$ cat config.mk
export PLATFORM = sky130hd
export DESIGN_NAME = rrce_exec
export DESIGN_NICKNAME = d
export VERILOG_FILES = /design/src/design/rrce_pkg.sv /design/src/design/rrce_exec.sv /design/src/design/rrce_qphase.sv /design/src/design/rrce_rotate.sv
export SDC_FILE = /design/constraint.sdc
export NUM_CORES = 1
export LEC_CHECK = 0
export ABC_AREA = 1
export BUFFER_PORTS_ARGS = -buffer_cell sky130_fd_sc_hd__buf_2
export CAP_MARGIN = 20
export CELL_PAD_IN_SITES_DETAIL_PLACEMENT = 0
export CELL_PAD_IN_SITES_GLOBAL_PLACEMENT = 1
export CORE_MARGIN = 5
export CORE_UTILIZATION = 36
export DETAILED_ROUTE_END_ITERATION = 10
export PLACE_DENSITY = 0.86
export REMOVE_ABC_BUFFERS = 1
export SLEW_MARGIN = 20
export SYNTH_ARGS = -nofsm -noshare
export SYNTH_HDL_FRONTEND = slang
export SYNTH_SLANG_ARGS = --single-unit
export TNS_END_PERCENT = 30
$ cat constraint.sdc
create_clock -name clk -period 3.8 [get_ports clk]
set_clock_uncertainty 0.05 [all_clocks]
set_input_delay 0.57 -clock clk [delete_from_list [all_inputs] [get_ports clk]]
set_output_delay 0.57 -clock clk [all_outputs]
set_load 0.1 [all_outputs]
$ cat src/design/rrce_pkg.sv
// Operation
// [RULE_01] A subroutine return pops the call stack and loads the popped return address into the program counter.
// [RULE_02] A return with its low opcode bit set copies the shadow accumulator, flags and bank pointer into the live ones; with it clear they stay as they are.
// [RULE_03] A return never touches the upper and high program counter latches and changes no flag except through the shadow restore.
// [RULE_04] A return takes two instruction cycles: the pop happens in the last phase of the first, and the second is a no-operation that discards the prefetched instruction.
// [RULE_05] Rotate-left-through-carry shifts the operand left by one, moves its old top bit into carry and its old carry into bit zero.
// [RULE_06] A rotate with destination bit 0 writes the accumulator, and with destination bit 1 writes back the addressed data register.
// [RULE_07] A rotate with bank-access bit 0 resolves its 8-bit address inside the fixed access bank.
// [RULE_08] A rotate with bank-access bit 1 forms its address from the bank pointer and the 8-bit field.
// [RULE_09] With the extended set enabled, bank-access bit 0 and a field of at most 95, the field is an offset from the index base.
// [RULE_10] A rotate sets the sign flag from result bit 7 and the zero flag on a zero result, and completes in one instruction cycle.
`default_nettype none
package rrce_pkg;

  // Widths
  localparam int PC_W    = 21;
  localparam int DA_W    = 12;
  localparam int FLAGS_W = 5;
  localparam int BANK_W  = 4;
  localparam int PA_W    = 12;

  // Opcode matching
  localparam logic [15:0] OP_RET_BASE = 16'h0012;
  localparam logic [15:0] OP_RET_MASK = 16'hfffe;
  localparam logic [15:0] OP_ROT_BASE = 16'h3400;
  localparam logic [15:0] OP_ROT_MASK = 16'hfc00;
  localparam int          RET_S_BIT   = 0;
  localparam int          ROT_D_BIT   = 9;
  localparam int          ROT_A_BIT   = 8;

  // Access bank split and indexed window
  localparam logic [7:0]        ACCESS_LAST_LOW = 8'h5f;
  localparam logic [BANK_W-1:0] ACCESS_LOW_BANK = 4'h0;
  localparam logic [BANK_W-1:0] ACCESS_HI_BANK  = 4'hf;

  // Flag positions
  localparam int FLAG_C = 0;
  localparam int FLAG_Z = 2;
  localparam int FLAG_N = 4;

  // Phase codes of the four-phase instruction cycle
  localparam logic [1:0] QPH_Q1 = 2'h0;
  localparam logic [1:0] QPH_Q2 = 2'h1;
  localparam logic [1:0] QPH_Q3 = 2'h2;
  localparam logic [1:0] QPH_Q4 = 2'h3;

  // Register byte offsets
  localparam logic [PA_W-1:0] REG_CTRL  = 12'h000;
  localparam logic [PA_W-1:0] REG_ACC   = 12'h004;
  localparam logic [PA_W-1:0] REG_FLAGS = 12'h008;
  localparam logic [PA_W-1:0] REG_BANK  = 12'h00c;
  localparam logic [PA_W-1:0] REG_PC    = 12'h010;
  localparam logic [PA_W-1:0] REG_STATE = 12'h014;
  localparam int              CTRL_EXT_BIT = 0;

  // Reset values and the all-zero read-mux default word
  localparam logic [7:0]         ACC_RST   = 8'h00;
  localparam logic [FLAGS_W-1:0] FLAGS_RST = 5'h00;
  localparam logic [BANK_W-1:0]  BANK_RST  = 4'h0;
  localparam logic [PC_W-1:0]    PC_RST    = 21'h00_0000;
  localparam logic [31:0]        ZERO_WORD = 32'h0000_0000;

  typedef enum logic [1:0] {EX_IDLE, EX_RET, EX_ROT, EX_FLUSH} rrce_exec_st_t;

  typedef struct packed {
    logic [7:0]         acc;
    logic [FLAGS_W-1:0] flags;
    logic [BANK_W-1:0]  bank;
  } rrce_shadow_t;

  typedef struct packed {
    logic [DA_W-1:0] addr;
    logic [7:0]      wdata;
    logic            re;
    logic            we;
  } rrce_dm_req_t;

  typedef struct packed {
    rrce_exec_st_t      st;
    logic [15:0]        ins;
    logic [PC_W-1:0]    pc;
    logic [7:0]         acc;
    logic [FLAGS_W-1:0] flags;
    logic [BANK_W-1:0]  bank;
    logic               ext_en;
    logic [DA_W-1:0]    dm_addr;
    logic [7:0]         operand;
    logic [7:0]         result;
    logic               carry;
    logic [31:0]        prdata;
    logic               pslverr;
  } rrce_core_t;

  typedef struct packed {
    logic [1:0] cnt;
  } rrce_qph_t;

endpackage
`default_nettype wire

$ cat src/design/rrce_exec.sv
`timescale 1ns/100ps
`default_nettype none
module rrce_exec (
  input  wire logic                         clk,
  input  wire logic                         resetn,
  input  wire logic [rrce_pkg::PA_W-1:0]    paddr,
  input  wire logic                         psel,
  input  wire logic                         penable,
  input  wire logic                         pwrite,
  input  wire logic [31:0]                  pwdata,
  output logic [31:0]                       prdata,
  output logic                              pready,
  output logic                              pslverr,
  input  wire logic                         instr_valid,
  input  wire logic [15:0]                  instr,
  output logic                              instr_taken,
  output logic                              instr_discard,
  input  wire logic [rrce_pkg::PC_W-1:0]    stack_top,
  output logic                              stack_pop,
  input  wire rrce_pkg::rrce_shadow_t       shadow,
  input  wire logic [rrce_pkg::DA_W-1:0]    index_base,
  output rrce_pkg::rrce_dm_req_t            dm_req,
  input  wire logic [7:0]                   dm_rdata,
  output logic [rrce_pkg::PC_W-1:0]         pc,
  output logic [7:0]                        acc,
  output logic [rrce_pkg::FLAGS_W-1:0]      flags,
  output logic [rrce_pkg::BANK_W-1:0]       bank
);
  logic [1:0]           rst_pipe;
  logic                 rst_n;
  logic [1:0]           phase;
  logic                 q1;
  logic                 q4;
  rrce_pkg::rrce_core_t s_reg;
  rrce_pkg::rrce_core_t s_next;
  logic                 is_ret;
  logic                 is_rot;
  logic [7:0]           fld;
  logic [rrce_pkg::DA_W-1:0] addr_sel;
  logic                 sw_wr;
  logic                 sw_rd;
  logic [31:0]          rd_word;
  logic                 rd_hit;
  logic [7:0]           rot_res;
  logic                 rot_c;
  logic                 rot_z;
  logic                 rot_n;

  // Reset release through two flops
  always_ff @(posedge clk or negedge resetn) begin
    if (!resetn) begin
      rst_pipe <= 2'h0;
    end else begin
      rst_pipe <= {rst_pipe[0], 1'b1};
    end
  end
  assign rst_n = rst_pipe[1];

  rrce_qphase u_qphase (
    .clk   (clk),
    .rst_n (rst_n),
    .phase (phase),
    .q1    (q1),
    .q4    (q4)
  );

  rrce_rotate u_rotate (
    .operand   (s_reg.operand),
    .carry_in  (s_reg.flags[rrce_pkg::FLAG_C]),
    .result    (rot_res),
    .carry_out (rot_c),
    .zero      (rot_z),
    .negative  (rot_n)
  );

  // Opcode decode
  assign is_ret = ((instr & rrce_pkg::OP_RET_MASK) == rrce_pkg::OP_RET_BASE);
  assign is_rot = ((instr & rrce_pkg::OP_ROT_MASK) == rrce_pkg::OP_ROT_BASE);
  assign fld    = instr[7:0];

  // Operand address resolution
  always_comb begin
    if (instr[rrce_pkg::ROT_A_BIT]) begin
      addr_sel = {s_reg.bank, fld}; // [RULE_08]
    end else if (s_reg.ext_en && (fld <= rrce_pkg::ACCESS_LAST_LOW)) begin
      addr_sel = rrce_pkg::DA_W'(index_base + {4'h0, fld}); // [RULE_09]
    end else if (fld <= rrce_pkg::ACCESS_LAST_LOW) begin
      addr_sel = {rrce_pkg::ACCESS_LOW_BANK, fld}; // [RULE_07]
    end else begin
      addr_sel = {rrce_pkg::ACCESS_HI_BANK, fld}; // [RULE_07]
    end
  end

  // Bus strobes
  assign sw_rd = psel && !penable;
  assign sw_wr = psel && penable && pwrite;

  // Read mux
  always_comb begin
    rd_word = rrce_pkg::ZERO_WORD;
    rd_hit  = 1'b1;
    case (paddr)
      rrce_pkg::REG_CTRL:  rd_word[rrce_pkg::CTRL_EXT_BIT] = s_reg.ext_en;
      rrce_pkg::REG_ACC:   rd_word[7:0] = s_reg.acc;
      rrce_pkg::REG_FLAGS: rd_word[rrce_pkg::FLAGS_W-1:0] = s_reg.flags;
      rrce_pkg::REG_BANK:  rd_word[rrce_pkg::BANK_W-1:0] = s_reg.bank;
      rrce_pkg::REG_PC:    rd_word[rrce_pkg::PC_W-1:0] = s_reg.pc;
      rrce_pkg::REG_STATE: rd_word[1:0] = s_reg.st;
      default:             rd_hit = 1'b0;
    endcase
  end

  // Next state: bus side first, execution overrides it
  always_comb begin
    s_next = s_reg;
    if (sw_rd) begin
      s_next.prdata  = rd_word;
      s_next.pslverr = !rd_hit;
    end
    if (sw_wr) begin
      case (paddr)
        rrce_pkg::REG_CTRL:  s_next.ext_en = pwdata[rrce_pkg::CTRL_EXT_BIT];
        rrce_pkg::REG_ACC:   s_next.acc = pwdata[7:0];
        rrce_pkg::REG_FLAGS: s_next.flags = pwdata[rrce_pkg::FLAGS_W-1:0];
        rrce_pkg::REG_BANK:  s_next.bank = pwdata[rrce_pkg::BANK_W-1:0];
        default: ;
      endcase
    end
    case (s_reg.st)
      rrce_pkg::EX_IDLE: begin
        if (q1 && instr_valid && is_ret) begin
          s_next.st  = rrce_pkg::EX_RET;
          s_next.ins = instr;
        end else if (q1 && instr_valid && is_rot) begin
          s_next.st      = rrce_pkg::EX_ROT;
          s_next.ins     = instr;
          s_next.dm_addr = addr_sel;
        end
      end
      rrce_pkg::EX_RET: begin
        if (q4) begin
          s_next.pc = stack_top; // [RULE_01] [RULE_03]
          if (s_reg.ins[rrce_pkg::RET_S_BIT]) begin
            s_next.acc   = shadow.acc;   // [RULE_02]
            s_next.flags = shadow.flags; // [RULE_02]
            s_next.bank  = shadow.bank;  // [RULE_02]
          end
          s_next.st = rrce_pkg::EX_FLUSH; // [RULE_04]
        end
      end
      rrce_pkg::EX_ROT: begin
        if (phase == rrce_pkg::QPH_Q2) begin
          s_next.operand = dm_rdata;
        end
        if (phase == rrce_pkg::QPH_Q3) begin
          s_next.result = rot_res;
          s_next.carry  = rot_c;
          s_next.flags[rrce_pkg::FLAG_Z] = rot_z; // [RULE_10]
          s_next.flags[rrce_pkg::FLAG_N] = rot_n; // [RULE_10]
        end
        if (q4) begin
          s_next.flags[rrce_pkg::FLAG_C] = s_reg.carry; // [RULE_05]
          s_next.flags[rrce_pkg::FLAG_Z] = s_reg.flags[rrce_pkg::FLAG_Z];
          s_next.flags[rrce_pkg::FLAG_N] = s_reg.flags[rrce_pkg::FLAG_N];
          if (!s_reg.ins[rrce_pkg::ROT_D_BIT]) begin
            s_next.acc = s_reg.result; // [RULE_06]
          end
          s_next.st = rrce_pkg::EX_IDLE; // [RULE_10]
        end
      end
      rrce_pkg::EX_FLUSH: begin
        if (q4) begin
          s_next.st = rrce_pkg::EX_IDLE; // [RULE_04]
        end
      end
      default: s_next.st = rrce_pkg::EX_IDLE;
    endcase
  end

  always_ff @(posedge clk or negedge rst_n) begin
    if (!rst_n) begin
      s_reg         <= '0;
      s_reg.st      <= rrce_pkg::EX_IDLE;
      s_reg.pc      <= rrce_pkg::PC_RST;
      s_reg.acc     <= rrce_pkg::ACC_RST;
      s_reg.flags   <= rrce_pkg::FLAGS_RST;
      s_reg.bank    <= rrce_pkg::BANK_RST;
    end else begin
      s_reg <= s_next;
    end
  end

  // Outputs
  assign prdata        = s_reg.prdata;
  assign pready        = 1'b1;
  assign pslverr       = s_reg.pslverr;
  assign pc            = s_reg.pc;
  assign acc           = s_reg.acc;
  assign flags         = s_reg.flags;
  assign bank          = s_reg.bank;
  assign instr_taken   = (s_reg.st == rrce_pkg::EX_IDLE) && q1 && instr_valid
                         && (is_ret || is_rot);
  assign instr_discard = (s_reg.st == rrce_pkg::EX_FLUSH); // [RULE_04]
  assign stack_pop     = (s_reg.st == rrce_pkg::EX_RET) && q4; // [RULE_01]
  // Data memory request
  assign dm_req.addr   = s_reg.dm_addr;
  assign dm_req.wdata  = s_reg.result;
  assign dm_req.re     = (s_reg.st == rrce_pkg::EX_ROT);
  assign dm_req.we     = (s_reg.st == rrce_pkg::EX_ROT) && q4
                         && s_reg.ins[rrce_pkg::ROT_D_BIT]; // [RULE_06]
endmodule
`default_nettype wire

$ cat src/design/rrce_qphase.sv
`timescale 1ns/100ps
`default_nettype none
module rrce_qphase (
  input  wire logic       clk,
  input  wire logic       rst_n,
  output logic [1:0]      phase,
  output logic            q1,
  output logic            q4
);
  rrce_pkg::rrce_qph_t s_reg;
  rrce_pkg::rrce_qph_t s_next;

  // Phase counter, wraps every four clocks
  always_comb begin
    s_next     = s_reg;
    s_next.cnt = s_reg.cnt + 2'h1;
  end

  always_ff @(posedge clk or negedge rst_n) begin
    if (!rst_n) begin
      s_reg <= '0;
    end else begin
      s_reg <= s_next;
    end
  end

  // Phase enables
  assign phase = s_reg.cnt;
  assign q1    = (s_reg.cnt == rrce_pkg::QPH_Q1);
  assign q4    = (s_reg.cnt == rrce_pkg::QPH_Q4);
endmodule
`default_nettype wire

$ cat src/design/rrce_rotate.sv
`timescale 1ns/100ps
`default_nettype none
module rrce_rotate (
  input  wire logic [7:0] operand,
  input  wire logic       carry_in,
  output logic [7:0]      result,
  output logic            carry_out,
  output logic            zero,
  output logic            negative
);
  // Left rotate through carry and its flags
  always_comb begin
    result    = {operand[6:0], carry_in}; // [RULE_05]
    carry_out = operand[7];               // [RULE_05]
    zero      = (result == 8'h00);        // [RULE_10]
    negative  = result[7];                // [RULE_10]
  end
endmodule
`default_nettype wire

==> results.ini <==
[logic_synthesis]
seq_area_frac_synth_pct = 39.4
async_flop_share_pct = 100
synth_ff_type = dfrtp_1
synth_area_leaders = dfrtp_1, nand2_1, buf_4
syn_inst = 800
avgSynthCellArea_um2 = 7.77
synth.top_cell.area_share_pct = 39.4
yosysUniqueCellTypes = 49
synth.largest_area_cell = dfrtp_1
ys_warn_count = 0
synth_edf_count = 0
synth_area_mm2 = 0.00622
ys_ff_latch = 98

[timing]
maxSlewViolCount = 0
fin_crit_sh_pct = 79.5
setup_viol = 0
max_freq_mhz = 331
tightest_slew_ps = 769
tns_ps = 0
rsz0062_at_grt = false
max_slew_margin_pct = 48.7
hold_viol_final = 0
min_period_ps = 3020

[finish]
utilization_pct = 41.2
nets = 1045
fillers = 1843
syn2layout_area_growth_pct = 13.3
drive_above_1_share_pct = 27.4
final_cell_mix = nand2_1, buf_2, dfrtp_1
multi_input_area_mm2 = 0.00273
final_common_cell = nand2_1
regArea_mm2 = 0.00246

[route]
wl_per_cell_um = 14.8
drt_iter0_drc = 317
via_count = 5241
antenna_left = 0
vias_per_cell = 4.62
finalWirelength_mm = 16.8
dr.pass1.iters = 5
post-route-drc-count = 0

[floorplanning]
dieArea_mm2 = 0.0200
chipWidth_um = 141
fp-row-count = 48
core_area_mm2 = 0.0171
io_pins = 221
die_h_um = 141
floorplan.initialDensity_pct = 36.3

[placed_design]
port_buffers = 184
gp_routability_congestion = 0.838
hpwl_mm = 13.2

[clock_network]
path_clk_slew_ps = 70
clock_path_buffers = 2
cts_hold_buf = 1
h-tree-depth = 3
clock-sinks = 98
postCtsResizedCells = 0
clk_latency_ps = 350
cts_buffers = 9
cts_setup_buffers = 0
root_buffer = clkbuf_16
tritoncts = yes

[pwr]
swShare_pct = 44.4
powerDensity_mw_per_mm2 = 498
ir_drop_mv = 0.383
leakage_nw = 3.80
switching_power_mw = 1.56
pwr-share-clk_pct = 27.8
seqPwrFrac_pct = 36.5
combPwrFrac_pct = 35.7
p_int_mw = 1.95

[setup_path]
cp_max_fo = 26
cp_data_required_time_ps = 3180
crit_path_end_kind = output port
cp-start-kind = flip-flop
rr_startpoint = s_reg[118]
startpoint = s_reg[118]
crit_type = reg -> out
crit_arrival_ps = 2400

[min_path]
worstHoldPathType = reg -> async

[grt]
grt_pass1_wl_mm = 27.0
overflow = 0
busiest_layer = met2
antenna_found_initial = 2
grt_use_met1_pct = 21.8
grt_util_met2_pct = 27.7
track_usage_pct = 16.9
grt_pass1_vias = 5247
grt_max_degree = 41
use_met3_pct = 3.98

[flow_run]
drv_cap = 0

[status]
outcome = complete, no violations

==> cell families after synthesis <==
group | count (synthesis) | synth area share (%)
AND/OR/NAND/NOR | 356 | 26.0
buffers and inverters | 190 | 17.3
AO/OA/AOI/OAI | 130 | 12.4
flip-flops | 98 | 39.4
adder cells (fa/ha/maj) | 18 | 3.74
XOR/XNOR | 3 | 0.423
multiplexers | 3 | 0.583
other | 2 | 0.121
==> critical path, stage by stage (launching register included) <==
cell	delay, ps
dfrtp_1	430
inv_1	150
ha_1	250
nand2_2	330
inv_4	390
buf_2	490
==> final cells by class <==
class / count / share of cell area, %
clock buffer: 10 / 3.39
multi-input combinational: 523 / 38.8
timing repair buffer: 187 / 13.4
tap: 225 / 4.00
antenna: 1 / 0.0355
sequential: 98 / 34.9
clock inverter: 6 / 1.01
inverter: 84 / 4.53
==> power groups by stage <==
stage | logic [mW] | clock network, mW | registers [mW]
after floorplan | 0.440 | 0 | 1.82
after global placement | 1.25 | 0 | 1.30
after detailed placement | 1.26 | 0 | 1.30
after CTS | 1.26 | 0.998 | 1.28
after global routing | 1.35 | 1.04 | 1.30
final | 1.25 | 0.974 | 1.28
==> synthesized netlist by cell type (6+ instances only) <==
library cell	instances
nand2_1	232
o21ai_1	39
o21ai_0	30
clkbuf_1	7
nor3_1	8
ha_1	17
inv_2	6
nand4_1	8
inv_1	75
dfrtp_1	98
a21oi_1	29
buf_2	6
buf_4	92
nor2_1	45
nor2_4	7
nand3_1	29
==> path summary, 6_finish.rpt <==
| check | to | slack [ps] | cells after the start |
|---|---|---|---|
| max in group asynchronous | s_reg[118] | 2570 | 1 |
| max reg2reg | flags[4] | 1340 | 10 |
| min in group clk | rst_pipe[1] | 310 | 0 |
| min reg2reg | s_reg[47] | 220 | 0 |
| max | stack_pop | 780 | 5 |
| min | s_reg[47] | 220 | 0 |
==> stage by stage <==
| step | area, um^2 | total power, mW | hold WS, ps | worst slack (ps) | cells |
|---|---|---|---|---|---|
| 6_report | 7050 | 3.51 | 222 | 780 | 1134 |
| 5_1_grt | 7050 | 3.69 | 269 | 659 | 1134 |
| 4_1_cts | 7040 | 3.54 | 240 | 754 | 1133 |
| 3_5_place_dp | 6720 | 2.56 | 237 | 1030 | 1116 |
| 3_3_place_gp | 6720 | 2.55 | 232 | 1040 | 1116 |
| 2_1_floorplan | 5500 | 2.26 | 224 | 106 | 705 |
==> routing by layer <==
layer | share of wire (%) | wire (um) | vias to the layer above
met2 | 47 | 7840 | 155
met1 | 43 | 7260 | 2391
met5 | 0.077 | 13 | -
met4 | 2.3 | 381 | 2
met3 | 7.8 | 1310 | 23
li1 | - | - | 2670
(Power assumes the default switching activity.)
